File: config.mk
export PLATFORM = sky130hd
export DESIGN_NAME = ett_timer
export DESIGN_NICKNAME = d
export VERILOG_FILES = /design/src/design/ett_pkg.sv /design/src/design/ett_timer.sv
export SDC_FILE = /design/constraint.sdc
export NUM_CORES = 1
export LEC_CHECK = 0
export ABC_AREA = 0
export BUFFER_PORTS_ARGS = -buffer_cell sky130_fd_sc_hd__buf_2
export CAP_MARGIN = 10
export CORE_AREA = 3 3 199 104
export CTS_BUF_LIST = sky130_fd_sc_hd__clkbuf_2
export DETAILED_ROUTE_END_ITERATION = 8
export DIE_AREA = 0 0 202 107
export PLACE_DENSITY_LB_ADDON = 0.25
export SYNTH_ARGS = -nofsm -noshare
export SYNTH_HDL_FRONTEND = slang
export SYNTH_SLANG_ARGS = --single-unit
File: constraint.sdc
create_clock -name pclk -period 6.3 [get_ports pclk]
set_input_delay 0.315 -clock pclk [delete_from_list [all_inputs] [get_ports pclk]]
set_output_delay 0.315 -clock pclk [all_outputs]
set_load 0.02 [all_outputs]
File: src/design/ett_pkg.sv
// Package for the eight-bit two-channel timer: register map, fields, resets.
// Assumes a 32-bit APB slave, one register per aligned word.
package ett_pkg;
  // Printed offsets are not multiples of four: they are indexes, byte address = 4 * index
  localparam logic [7:0]  TIMER_CONTROL_IDX  = 8'hCB;
  localparam logic [7:0]  CH0_CTRL_IDX       = 8'hCC;
  localparam logic [7:0]  CH0_VALUE_IDX      = 8'hCD;
  localparam logic [7:0]  CH1_CTRL_IDX       = 8'hCE;
  localparam logic [7:0]  CH1_VALUE_IDX      = 8'hCF;
  localparam logic [7:0]  STATUS_IDX         = 8'hD0;
  localparam logic [7:0]  COUNT_IDX          = 8'hCA;
  // Timer control fields
  localparam int          DIV_LSB            = 5;
  localparam int          START_BIT          = 4;
  localparam int          OVERFLOW_IRQ_MASK_BIT          = 3;
  localparam int          CLEAR_BIT          = 2;
  localparam int          MODE_LSB           = 0;
  // Channel control fields
  localparam int          IM_BIT             = 6;
  localparam int          ACT_LSB            = 3;
  localparam int          CMP_EN_BIT         = 2;
  // Reset values
  localparam logic [7:0]  TIMER_CONTROL_RST  = 8'h08;
  localparam logic [7:0]  CH_CTRL_RST        = 8'h40;
  localparam logic [7:0]  VALUE_RST          = 8'h00;
  localparam logic [6:0]  PRESCALE_RST       = 7'h00;

  typedef enum logic [1:0] {
    ETT_FREE   = 2'b00,
    ETT_DOWN   = 2'b01,
    ETT_MODULO = 2'b10,
    ETT_UPDOWN = 2'b11
  } ett_mode_e;

  typedef enum logic [2:0] {
    ETT_SET      = 3'b000,
    ETT_CLR      = 3'b001,
    ETT_TOG      = 3'b010,
    ETT_SET_UP   = 3'b011,
    ETT_CLR_UP   = 3'b100,
    ETT_SET_TOP  = 3'b101,
    ETT_CLR_TOP  = 3'b110,
    ETT_NONE     = 3'b111
  } ett_act_e;
endpackage

File: src/design/ett_timer.sv
// Eight-bit timer with prescaler, four modes and two compare output channels.
// Assumes an APB master on pclk; sleep_exit pulses when leaving deep sleep.
//
// Implementation choice: register access over APB.
`timescale 1ns/1ns

// How it works
// Divider field divides tick by power of two
// Divider change alters edge rate immediately
// Clear bit zeroes counter, reads zero
// Clear bit zero after deep sleep return
// Mode 00 counts 0x00 to 0xFF
// Mode 01 counts down once to zero
// Mode 10 counts up to period, restarts
// Mode 11 counts up then down
// Channel acts when counter equals compare
// Channel 0 interrupt mask, resets one
// Channel 1 interrupt mask, resets one
// Codes set, clear, toggle; 111 unused
// Code 011 set up, clear zero/down
// Code 100 clear up, set zero/down
// Channel 0 code 101 clears at 0xFF
// Channel 0 code 110 sets at 0x00
// Channel 1 code 101 clears at period
// Channel 1 code 110 sets at period
// Channel 0 compare enable, resets zero
// Channel 1 compare enable, resets zero
// Reserved bits written 00; bit 7 zero
// Period value register, read-write, resets zero
// Start bit runs or halts counter
// Overflow flag always; irq needs both enables
// Period write waits for zero; ch1 immediate
// Up/down: ch0 and overflow flags at zero
module ett_timer (
  // APB
  input  wire logic        pclk,
  input  wire logic        presetn,
  input  wire logic        clk_en,
  input  wire logic        psel,
  input  wire logic        penable,
  input  wire logic        pwrite,
  input  wire logic [11:0] paddr,
  input  wire logic [31:0] pwdata,
  output logic      [31:0] prdata,
  output logic             pready,
  output logic             pslverr,
  // System
  input  wire logic        sleep_exit,
  input  wire logic        timer_irq_enable,
  // Outputs
  output logic      [1:0]  compare_out,
  output logic             irq
);
  import ett_pkg::*;

  logic [7:0] timer_control_r;
  logic [7:0] ch_ctrl_r [2];
  logic [7:0] period_compare_value_r;
  logic [7:0] period_active_r;
  logic [7:0] channel1_compare_value_r;
  logic [7:0] count_r;
  logic       dir_down_r;
  logic       down_done_r;
  logic [6:0] prescale_r;
  logic [2:0] flags_r;
  logic [1:0] out_r;

  logic       wr;
  logic       rd;
  logic [7:0] idx;
  logic       idx_ok;
  logic       clear_wr;
  logic       tick;
  logic       started;
  logic [7:0] count_nxt;
  logic       dir_nxt;
  logic       ovf_evt;
  logic       turn_zero;
  logic [1:0] mode;
  logic [7:0] cmp_val [2];
  logic [1:0] cmp_evt;

  assign idx     = paddr[9:2];
  assign idx_ok  = (paddr[11:10] == 2'b00) && (paddr[1:0] == 2'b00);
  assign wr      = psel && penable && pwrite && clk_en;
  assign rd      = psel && !pwrite;
  assign pready  = 1'b1;
  assign pslverr = psel && penable && !(idx_ok && (idx == TIMER_CONTROL_IDX ||
                   idx == CH0_CTRL_IDX || idx == CH0_VALUE_IDX || idx == CH1_CTRL_IDX ||
                   idx == CH1_VALUE_IDX || idx == STATUS_IDX || idx == COUNT_IDX));
  assign mode    = timer_control_r[MODE_LSB +: 2];
  assign started = timer_control_r[START_BIT];
  assign clear_wr = wr && idx_ok && idx == TIMER_CONTROL_IDX && pwdata[CLEAR_BIT];

  // Prescaler: mask picks the live divide ratio each cycle
  always_ff @(posedge pclk or negedge presetn) begin
    if (!presetn) begin
      prescale_r <= PRESCALE_RST;
    end else if (clk_en && started) begin
      prescale_r <= prescale_r + 7'd1;
    end
  end

  always_comb begin
    logic [6:0] mask;
    mask = 7'h7F >> (3'd7 - timer_control_r[DIV_LSB +: 3]);
    tick = started && ((prescale_r & mask) == 7'h00);
  end

  // Counter sequencing
  always_comb begin
    count_nxt = count_r;
    dir_nxt   = dir_down_r;
    ovf_evt   = 1'b0;
    turn_zero = 1'b0;
    unique case (ett_mode_e'(mode))
      ETT_FREE: begin
        count_nxt = count_r + 8'd1;
        ovf_evt   = (count_r == 8'hFE);
      end
      ETT_DOWN: begin
        if (!down_done_r) begin
          count_nxt = period_active_r;
        end else if (count_r != 8'h00) begin
          count_nxt = count_r - 8'd1;
          ovf_evt   = (count_r == 8'h01);
        end
      end
      ETT_MODULO: begin
        count_nxt = (count_r >= period_active_r) ? 8'h00 : count_r + 8'd1;
        ovf_evt   = (count_nxt == period_active_r);
      end
      ETT_UPDOWN: begin
        if (!dir_down_r) begin
          if (count_r >= period_active_r) begin
            dir_nxt   = 1'b1;
            count_nxt = (count_r == 8'h00) ? 8'h00 : count_r - 8'd1;
          end else begin
            count_nxt = count_r + 8'd1;
          end
        end else if (count_r == 8'h00) begin
          dir_nxt   = 1'b0;
          count_nxt = 8'h01;
        end else begin
          count_nxt = count_r - 8'd1;
        end
        turn_zero = dir_nxt && count_nxt == 8'h00 || (dir_down_r && count_r == 8'h01);
        ovf_evt   = turn_zero;
      end
    endcase
  end

  always_ff @(posedge pclk or negedge presetn) begin
    if (!presetn) begin
      count_r     <= VALUE_RST;
      dir_down_r  <= 1'b0;
      down_done_r <= 1'b0;
    end else if (clk_en) begin
      if (clear_wr) begin
        count_r     <= 8'h00;
        dir_down_r  <= 1'b0;
        down_done_r <= 1'b0;
      end else if (tick) begin
        count_r     <= count_nxt;
        dir_down_r  <= (mode == ETT_UPDOWN) ? dir_nxt : 1'b0;
        down_done_r <= (mode == ETT_DOWN);
      end else if (!started) begin
        down_done_r <= down_done_r && (mode == ETT_DOWN);
      end
    end
  end

  // Period shadow loads only at zero
  always_ff @(posedge pclk or negedge presetn) begin
    if (!presetn) begin
      period_active_r <= VALUE_RST;
    end else if (clk_en && count_r == 8'h00) begin
      period_active_r <= period_compare_value_r;
    end
  end

  // Register writes
  always_ff @(posedge pclk or negedge presetn) begin
    if (!presetn) begin
      timer_control_r          <= TIMER_CONTROL_RST;
      period_compare_value_r   <= VALUE_RST;
      channel1_compare_value_r <= VALUE_RST;
    end else if (wr && idx_ok) begin
      if (idx == TIMER_CONTROL_IDX) begin
        timer_control_r <= pwdata[7:0] & ~(8'h01 << CLEAR_BIT);
      end
      if (idx == CH0_VALUE_IDX) begin
        period_compare_value_r <= pwdata[7:0];
      end
      if (idx == CH1_VALUE_IDX) begin
        channel1_compare_value_r <= pwdata[7:0];
      end
    end
  end

  assign cmp_val[0] = period_active_r;
  assign cmp_val[1] = channel1_compare_value_r;

  // Per-channel control and output action
  genvar c;
  generate
    for (c = 0; c < 2; c++) begin : g_ch
      logic [2:0] act;
      logic       en;
      logic       hit;
      logic       at_top;
      logic       at_zero;
      logic       down_cmp;
      assign act = ch_ctrl_r[c][ACT_LSB +: 3];
      assign en  = ch_ctrl_r[c][CMP_EN_BIT];
      assign hit = tick && count_nxt == cmp_val[c] && count_nxt != count_r;
      assign down_cmp = (mode == ETT_UPDOWN) && dir_nxt;
      assign at_zero  = tick && count_nxt == 8'h00 && count_r != 8'h00;
      if (c == 0) begin : g_top0
        assign at_top = tick && count_nxt == 8'hFF;
      end else begin : g_top1
        assign at_top = tick && count_nxt == period_active_r;
      end
      // Turnaround flag only on a real counting edge, not while waiting for the next tick
      assign cmp_evt[c] = (c == 0 && mode == ETT_UPDOWN) ? tick && turn_zero : hit;

      always_ff @(posedge pclk or negedge presetn) begin
        if (!presetn) begin
          ch_ctrl_r[c] <= CH_CTRL_RST;
        end else if (wr && idx_ok && idx == (c == 0 ? CH0_CTRL_IDX : CH1_CTRL_IDX)) begin
          ch_ctrl_r[c] <= {1'b0, pwdata[6:2], 2'b00};
        end
      end

      always_ff @(posedge pclk or negedge presetn) begin
        if (!presetn) begin
          out_r[c] <= 1'b0;
        end else if (clk_en && en) begin
          unique case (ett_act_e'(act))
            ETT_SET: if (hit) out_r[c] <= 1'b1;
            ETT_CLR: if (hit) out_r[c] <= 1'b0;
            ETT_TOG: if (hit) out_r[c] <= ~out_r[c];
            ETT_SET_UP: begin
              if (hit) out_r[c] <= !down_cmp;
              else if (at_zero && mode != ETT_UPDOWN) out_r[c] <= 1'b0;
            end
            ETT_CLR_UP: begin
              if (hit) out_r[c] <= down_cmp;
              else if (at_zero && mode != ETT_UPDOWN) out_r[c] <= 1'b1;
            end
            ETT_SET_TOP: begin
              if (hit) out_r[c] <= 1'b1;
              else if (at_top) out_r[c] <= 1'b0;
            end
            ETT_CLR_TOP: begin
              if (hit) out_r[c] <= 1'b0;
              else if (c == 0 ? at_zero : at_top) out_r[c] <= 1'b1;
            end
            ETT_NONE: out_r[c] <= out_r[c];
          endcase
        end
      end
    end
  endgenerate

  assign compare_out = out_r;

  // Flags: [0] ch0, [1] ch1, [2] overflow; writing one clears, a new event wins
  always_ff @(posedge pclk or negedge presetn) begin
    if (!presetn) begin
      flags_r <= 3'b000;
    end else if (clk_en) begin
      flags_r <= (flags_r & ~((wr && idx_ok && idx == STATUS_IDX) ? pwdata[2:0] : 3'b000))
                 | {tick && ovf_evt, cmp_evt};
    end
  end

  assign irq = timer_irq_enable && ((flags_r[2] && timer_control_r[OVERFLOW_IRQ_MASK_BIT]) ||
               (flags_r[0] && ch_ctrl_r[0][IM_BIT]) || (flags_r[1] && ch_ctrl_r[1][IM_BIT]));

  // Read data from flops, one cycle after setup
  always_ff @(posedge pclk or negedge presetn) begin
    if (!presetn) begin
      prdata <= 32'h0000_0000;
    end else if (clk_en && rd && !penable && idx_ok) begin
      unique case (idx)
        TIMER_CONTROL_IDX: prdata <= {24'h000000, timer_control_r};
        CH0_CTRL_IDX:      prdata <= {24'h000000, ch_ctrl_r[0]};
        CH0_VALUE_IDX:     prdata <= {24'h000000, period_compare_value_r};
        CH1_CTRL_IDX:      prdata <= {24'h000000, ch_ctrl_r[1]};
        CH1_VALUE_IDX:     prdata <= {24'h000000, channel1_compare_value_r};
        STATUS_IDX:        prdata <= {29'h00000000, flags_r};
        COUNT_IDX:         prdata <= {24'h000000, count_r};
        default:           prdata <= 32'h0000_0000;
      endcase
    end else if (clk_en && rd && !penable) begin
      prdata <= 32'h0000_0000;
    end
  end
endmodule // ett_timer

Word level (Yosys, flattened, before mapping):

Index checks and enable logic that the tools add are counted.

* register bits after elaboration: 95
* word-level logic and storage cells: 199
* output and inout bits: 37
* input port bits: 52

* $add $sub $neg: 4
* equality and inequality tests: 47
* mux-type cells: 53
* shifts and indexed selects: 1
* reduce and logical (&&, ||, !) cells: 71
* $lt $le $gt $ge: 1
* bitwise logic cells: 8

Operator list (number)
* 2-to-1 mux 8 bit: 10
* == test 8 bit (second input constant): 9
* 2-to-1 mux 32 bit: 2
* one-hot mux 8 bit (7 select lines): 1
* logical AND 1 bit: 39
* 2-to-1 mux 1 bit: 35
* one-hot mux 8 bit (4 select lines): 1
* == test 3 bit (second input constant): 8
* == test 8 bit: 3
* logical NOT 8 bit: 3
* inequality test 3 bit (second input constant): 8
* AND reduction 9 bit: 2
* inequality test 2 bit (second input constant): 7
* one-hot mux 1 bit (7 select lines): 2
* == test 3 x 2 -> 1 bit (second input constant): 4
* AND reduction 2 bit: 5
* logical OR 1 bit: 9
* adder 8 x 1 -> 8 bit (second input constant): 1
* == test 8 x 1 -> 1 bit (second input constant): 1
* greater-or-equal comparator 8 bit: 1
* inequality test 8 bit: 1
* nonzero test 8 bit: 1
* subtractor 8 x 1 -> 8 bit (second input constant): 1
* adder 7 x 1 -> 7 bit (second input constant): 1
* other kinds (18): 30

Longest topological paths before layout:

* word-level depth: 13
* mapped depth: 19
* depth with buffers taken out: 17

Worst setup path before layout:

Ideal clock, no wire load.

* kind: reg-to-reg
* start point: register count_r[0]
* end point: register out_r[1] (netlist: compare_out[1])
* clock period less this slack: 4138 ps
* arrival: 4013 ps
* data required time: 6175 ps
* slack: 2162 ps
* cell stages (with the launch flop): 20
* cell sequence: dfrtp_1 > clkbuf_1 > inv_1 > ha_1 > nor2b_1 > and3_1 > buf_2 > inv_1 > ha_1 > nand2b_1 > and2_1 > o2bb2ai_1 > nand2_1 > a211o_1 > a21oi_1 > nand4bb_1 > or4_4 > and2_4 > a311o_1 > mux2_4

* word-level cells in the longest chain between the ends: 12

RTL lines
* start, declared: RTL line ett_timer.sv:61 `logic [7:0] count_r;`
* start signal, assigned: RTL line ett_timer.sv:164 `count_r <= count_nxt;`
* subtractor 8 x 1 -> 8 bit or logical NOT 8 bit (tied branches)
* 2-to-1 mux 8 bit: RTL line ett_timer.sv:137 `count_nxt = (count_r == 8'h00) ? 8'h00 : count_r - 8'd1;`
* 2-to-1 mux 8 bit: RTL line ett_timer.sv:135 `if (count_r >= period_active_r) begin`
* 2-to-1 mux 8 bit: RTL line ett_timer.sv:134 `if (!dir_down_r) begin`
* 2-to-1 mux 8 bit: RTL line ett_timer.sv:116 `unique case (ett_mode_e'(mode))`
* one-hot mux 8 bit (4 select lines): RTL line ett_timer.sv:116
* logical NOT 8 bit: RTL line ett_timer.sv:218 `assign at_zero = tick && count_nxt == 8'h00 && count_r != 8'h00;`
* logical AND 1 bit (2 in series): RTL line ett_timer.sv:218
* logical AND 1 bit: RTL line ett_timer.sv:245, ett_timer.sv:249
* inequality test 3 bit (no source line)
* AND reduction 9 bit (no source line)
* end signal, assigned by index: RTL line ett_timer.sv:242 `ETT_TOG: if (hit) out_r[c] <= ~out_r[c];`
* end signal, assigned by index: RTL line ett_timer.sv:244 `if (hit) out_r[c] <= !down_cmp;`
* end signal, assigned by index: RTL line ett_timer.sv:248 `if (hit) out_r[c] <= down_cmp;`
* end, declared: RTL line ett_timer.sv:66 `logic [1:0] out_r;`

Several ways; a longest one is shown, not always the timed one. The select of a mux whose other input is x is not followed.
A chain may end at the register's enable or synchronous reset.

Worst setup path in the final report:

Same ends and word-level chain as after synthesis.

==> flow_summary.rst <==
.. list-table::
   :header-rows: 1

   * - Metric
     - Value
   * - Violation count after the first detailed-route iteration
     - 800
   * - Buffer type at the clock tree root
     - sky130_fd_sc_hd__clkbuf_2
   * - Residual DRC
     - 0
   * - Fraction of post-synthesis cell area in the top cell type by area
     - between 30% and 40%
   * - Routed length per placed instance
     - roughly 22 um
   * - Worst setup margin
     - around 1 ns
   * - Main flop type after synthesis
     - sky130_fd_sc_hd__dfrtp_1
   * - Max Cap Violations
     - 0
   * - Achievable clock frequency
     - 188.6 MHz
   * - Number of top-level design ports
     - between 80 and 90
   * - Top cells by area, synth
     - sky130_fd_sc_hd__dfrtp_1 (30%), sky130_fd_sc_hd__mux2_2 (8.5%), sky130_fd_sc_hd__nand2_1 (4.3%)
   * - Detail Route Antenna Nets
     - 0
   * - Count of vias placed by the detailed router
     - approximately 5,400
   * - Outcome
     - completed
   * - CP delay by family, top
     - simple AND/OR/NAND/NOR gates
   * - Cell with the most instances after synthesis
     - sky130_fd_sc_hd__dfrtp_1
   * - Die outline width
     - 202 um
   * - Leakage power total
     - ~2.6 nW
   * - Worst-path cell chain
     - inv_1 > ha_1 > nor2b_1 > and3_1 > inv_1 > ha_1 > nand2b_1 > and2_1 > o2bb2ai_1 > nand2_1 > o21ai_1 > xor2_1 > o2111ai_1 > nor4_1 > and2_4 > a311o_1 > mux2_4
   * - Sort of element at the start of the critical path
     - flip-flop
   * - Worst min path class
     - primary input to flip-flop
   * - Clock tree from TritonCTS
     - built
   * - Count of mapped cells out of synthesis
     - around 650
   * - Clock insertion delay at the later pin of the skew report
     - 0.56 ns
   * - Synth async-reset ratio
     - between 90% and 100%
   * - Mapped cell area
     - about 5700 sq um
   * - Largest stage delay on the critical path
     - 0.71 ns
   * - Clock-pin slew of the registers on the worst-case setup and hold paths
     - between 0.2 and 0.3 ns
   * - Total power density per cell area
     - roughly 120 nW/um^2
   * - H-tree depth reported by CTS
     - 3
   * - Vias in the first global route
     - 4,698
   * - Post-synth top area cell
     - sky130_fd_sc_hd__dfrtp_1
   * - EDFF count, synth
     - 0
   * - Buffers from clock root to sink, at most
     - 2
   * - Clock tree skew after final layout
     - between 0.04 and 0.05 ns
   * - Via-to-Cell Ratio
     - 5.669
   * - Class of the most critical setup path
     - flip-flop to flip-flop
   * - Number of synthesis warnings
     - 0
   * - GR Overflow Total
     - 0
   * - Std cell rows
     - 36
   * - Peak VDD IR
     - around 80 uV
   * - Weighted congestion at the end of routability-driven global placement
     - 1.019
   * - Fill cells
     - between 2,000 and 2,500
   * - Area overhead of the layout relative to synthesis
     - 8.762%
   * - Number of inserted diodes
     - 0
   * - Pre-CTS worst setup slack
     - between 1 and 1.5 ns
   * - Inserted Clock Buffers
     - 9
   * - Worst slew pin tran
     - 1.024 ns
   * - Final period util
     - a little over four fifths
   * - Final layout net count
     - roughly 750
   * - Total of flip-flops plus latches after synthesis
     - about 70
   * - Endpoint type of the worst setup path
     - flip-flop
   * - Core outline area
     - between 15,000 and 20,000 sq um
   * - Aggregate global-route resource usage
     - approximately a fifth
   * - Largest net degree at the start of global routing
     - 66
   * - Number of max-slew violations in the final report
     - 0
   * - Critical Path Fanout Max
     - 9
   * - Worst reg-to-reg setup slack
     - around 1 ns
   * - Number of antenna violations at the first check in global routing
     - 0
   * - Number of buffers inserted by port buffering
     - 38
   * - Unrepaired setup endpoints after global routing
     - no
   * - Total number of clock tree sinks
     - 71
   * - Number of optimization iterations in the first detailed-route pass
     - 5
   * - Die Y
     - 107 um
   * - Worst endpoint data arrival time
     - roughly 5.8 ns
   * - Post-route setup TNS
     - 0 ns
   * - Highest-delay cell along the critical path
     - sky130_fd_sc_hd__nor4_1
   * - Sequential element share of the synthesized area
     - roughly a third
   * - Crit path buffers/inverters
     - 2
   * - Post-cts sizing count
     - 0
   * - Detailed Place HPWL
     - 16,860 um
   * - Final number of setup-violating endpoints
     - 0
   * - Most frequent cells after synthesis
     - sky130_fd_sc_hd__dfrtp_1 (68), sky130_fd_sc_hd__nand2_1 (65), sky130_fd_sc_hd__mux2_2 (43)
   * - Final Critical Period
     - between 5 and 6 ns
   * - Critical Path RT
     - 6.78 ns
   * - Count of distinct cell types in the synthesized netlist
     - 84
   * - First-pass GRT wire length
     - 31,350 um
   * - Mean area per synthesized cell
     - slightly below 9 sq um
   * - Final number of hold-violating endpoints
     - 0
   * - Effective utilization at floorplan
     - between 20% and 30%
   * - Total wire length
     - between 20,000 and 25,000 um
   * - Relative slew slack
     - 31.58%
   * - Full die area
     - around 22,000 sq um
   * - Share of cells above drive strength 1
     - 19.94%
## kinds of logic (layout without fill, tap and decap cells)
| family | after synthesis | after routing | synth area share [%] |
|---|---|---|---|
| compound gates | 174 | 174 | 21.56 |
| xor+xnor | 32 | 32 | 5.076 |
| fa+ha+maj | 16 | 16 | 3.531 |
| buf+inv | 82 | 94 | 7.768 |
| flops | 71 | 71 | 31.41 |
| mux | 53 | 53 | 10.39 |
| other cells | 2 | 25 | 0.1325 |
| simple gates | 217 | 217 | 20.13 |
## registers in the layout, indices dropped and copies added (netlist names)
name,cells
prdata,8
ch_ctrl_r,10
timer_control_r,7
flags_r,3
channel1_compare_value_r,8
period_active_r,8
period_compare_value_r,8
down_done_r,1
prescale_r,7
compare_out,2
dir_down_r,1
count_r,8
## power by group
| part | switching (mW) | internal, mW |
|---|---|---|
| logic | 0.0460 | 0.0148 |
| clock network | 0.195 | 0.0545 |
| registers | 0.000492 | 0.457 |
| total | 0.242 | 0.526 |
## metrics by stage
stage | hold slack (ns) | cell area, sq um | power, mW | cells | utilization, %
after floorplan | 0.01941 | 5756 | 0.5062 | 670 | -
after global placement | 0.1356 | 6025 | 0.5235 | 928 | 31.47
after detailed placement | 0.1321 | 6025 | 0.5232 | 928 | 31.47
after CTS | 0.01954 | 6146 | 0.7737 | 946 | 32.10
after global routing | 0.01951 | 6166 | 0.8042 | 948 | 32.21
final | 0.08071 | 6166 | 0.7682 | 948 | 32.21
## worst paths after layout
check,startpoint,endpoint,cells past startpoint
max in group asynchronous,presetn,flags_r[0]$_DFFE_PN0P_,4
hold / removal,pwdata[3],period_compare_value_r[3]$_DFFE_PN0P_,2
hold reg to reg,prescale_r[6]$_DFFE_PN0P_,prescale_r[6]$_DFFE_PN0P_,1
setup reg to reg,count_r[0]$_DFFE_PN0P_,compare_out[1]$_DFFE_PN0P_,17
setup / recovery,count_r[0]$_DFFE_PN0P_,compare_out[1]$_DFFE_PN0P_,17
min in group asynchronous,presetn,count_r[6]$_DFFE_PN0P_,3
## metal layers
metal	share of wire [%]	global-route usage [%]	vias to the layer above
li1	-	-	2413
met3	18	11.40	8
met2	31	19.18	332
met5	0	0	-
met1	51	32.82	2621
met4	0.22	1.492	0
## worst reg2reg max path: cells and delay by family, from the launching register on
| family | cells | cell delay [ns] |
|---|---|---|
| multiplexers | 1 | 0.31 |
| flip-flops | 1 | 0.44 |
| XOR/XNOR | 1 | 0.19 |
| adder cells (fa/ha/maj) | 2 | 0.61 |
| AO/OA/AOI/OAI | 4 | 1.08 |
| buffers and inverters | 2 | 0.55 |
| AND/OR/NAND/NOR | 7 | 2.04 |
## placed cells by master (no fill, tap or decap), types with 9 or more instances in the layout
master                     count
sky130_fd_sc_hd__a21o_1        9
sky130_fd_sc_hd__a21oi_1      26
sky130_fd_sc_hd__a22o_1       10
sky130_fd_sc_hd__a31oi_1      14
sky130_fd_sc_hd__and3_1        9
sky130_fd_sc_hd__buf_2        37
sky130_fd_sc_hd__buf_4        14
sky130_fd_sc_hd__clkbuf_2      9
sky130_fd_sc_hd__conb_1       25
sky130_fd_sc_hd__dfrtp_1      68
sky130_fd_sc_hd__ha_1         16
sky130_fd_sc_hd__inv_1        23
sky130_fd_sc_hd__mux2_2       43
sky130_fd_sc_hd__mux2i_1       9
sky130_fd_sc_hd__nand2_1      65
sky130_fd_sc_hd__nand3_1      18
sky130_fd_sc_hd__nand4_1      10
sky130_fd_sc_hd__nor2_1       32
sky130_fd_sc_hd__nor3_1       20
sky130_fd_sc_hd__nor4_1       11
sky130_fd_sc_hd__o21ai_0      37
sky130_fd_sc_hd__xnor2_1      21
sky130_fd_sc_hd__xor2_1       10
## cell type report
| type | count | area, sq um | share of cell area [%] |
|---|---|---|---|
| clock buffer | 9 | 45.04 | 0.7305 |
| clock inverter | 7 | 56.30 | 0.9131 |
| inverter | 23 | 86.33 | 1.400 |
| multi-input combinational | 517 | 3535 | 57.33 |
| sequential | 71 | 1780 | 28.88 |
| tap | 266 | 332.8 | 5.398 |
| timing repair buffer | 55 | 330.3 | 5.357 |
## timing repair
| action | 4_1_cts | 5_1_grt |
|---|---|---|
| hold buffers | 2 | 2 |
| buffers inserted | 0 | 0 |
| hold endpoints to repair | 14 | 6 |
Note: power is estimated with default switching activity, not from simulation.
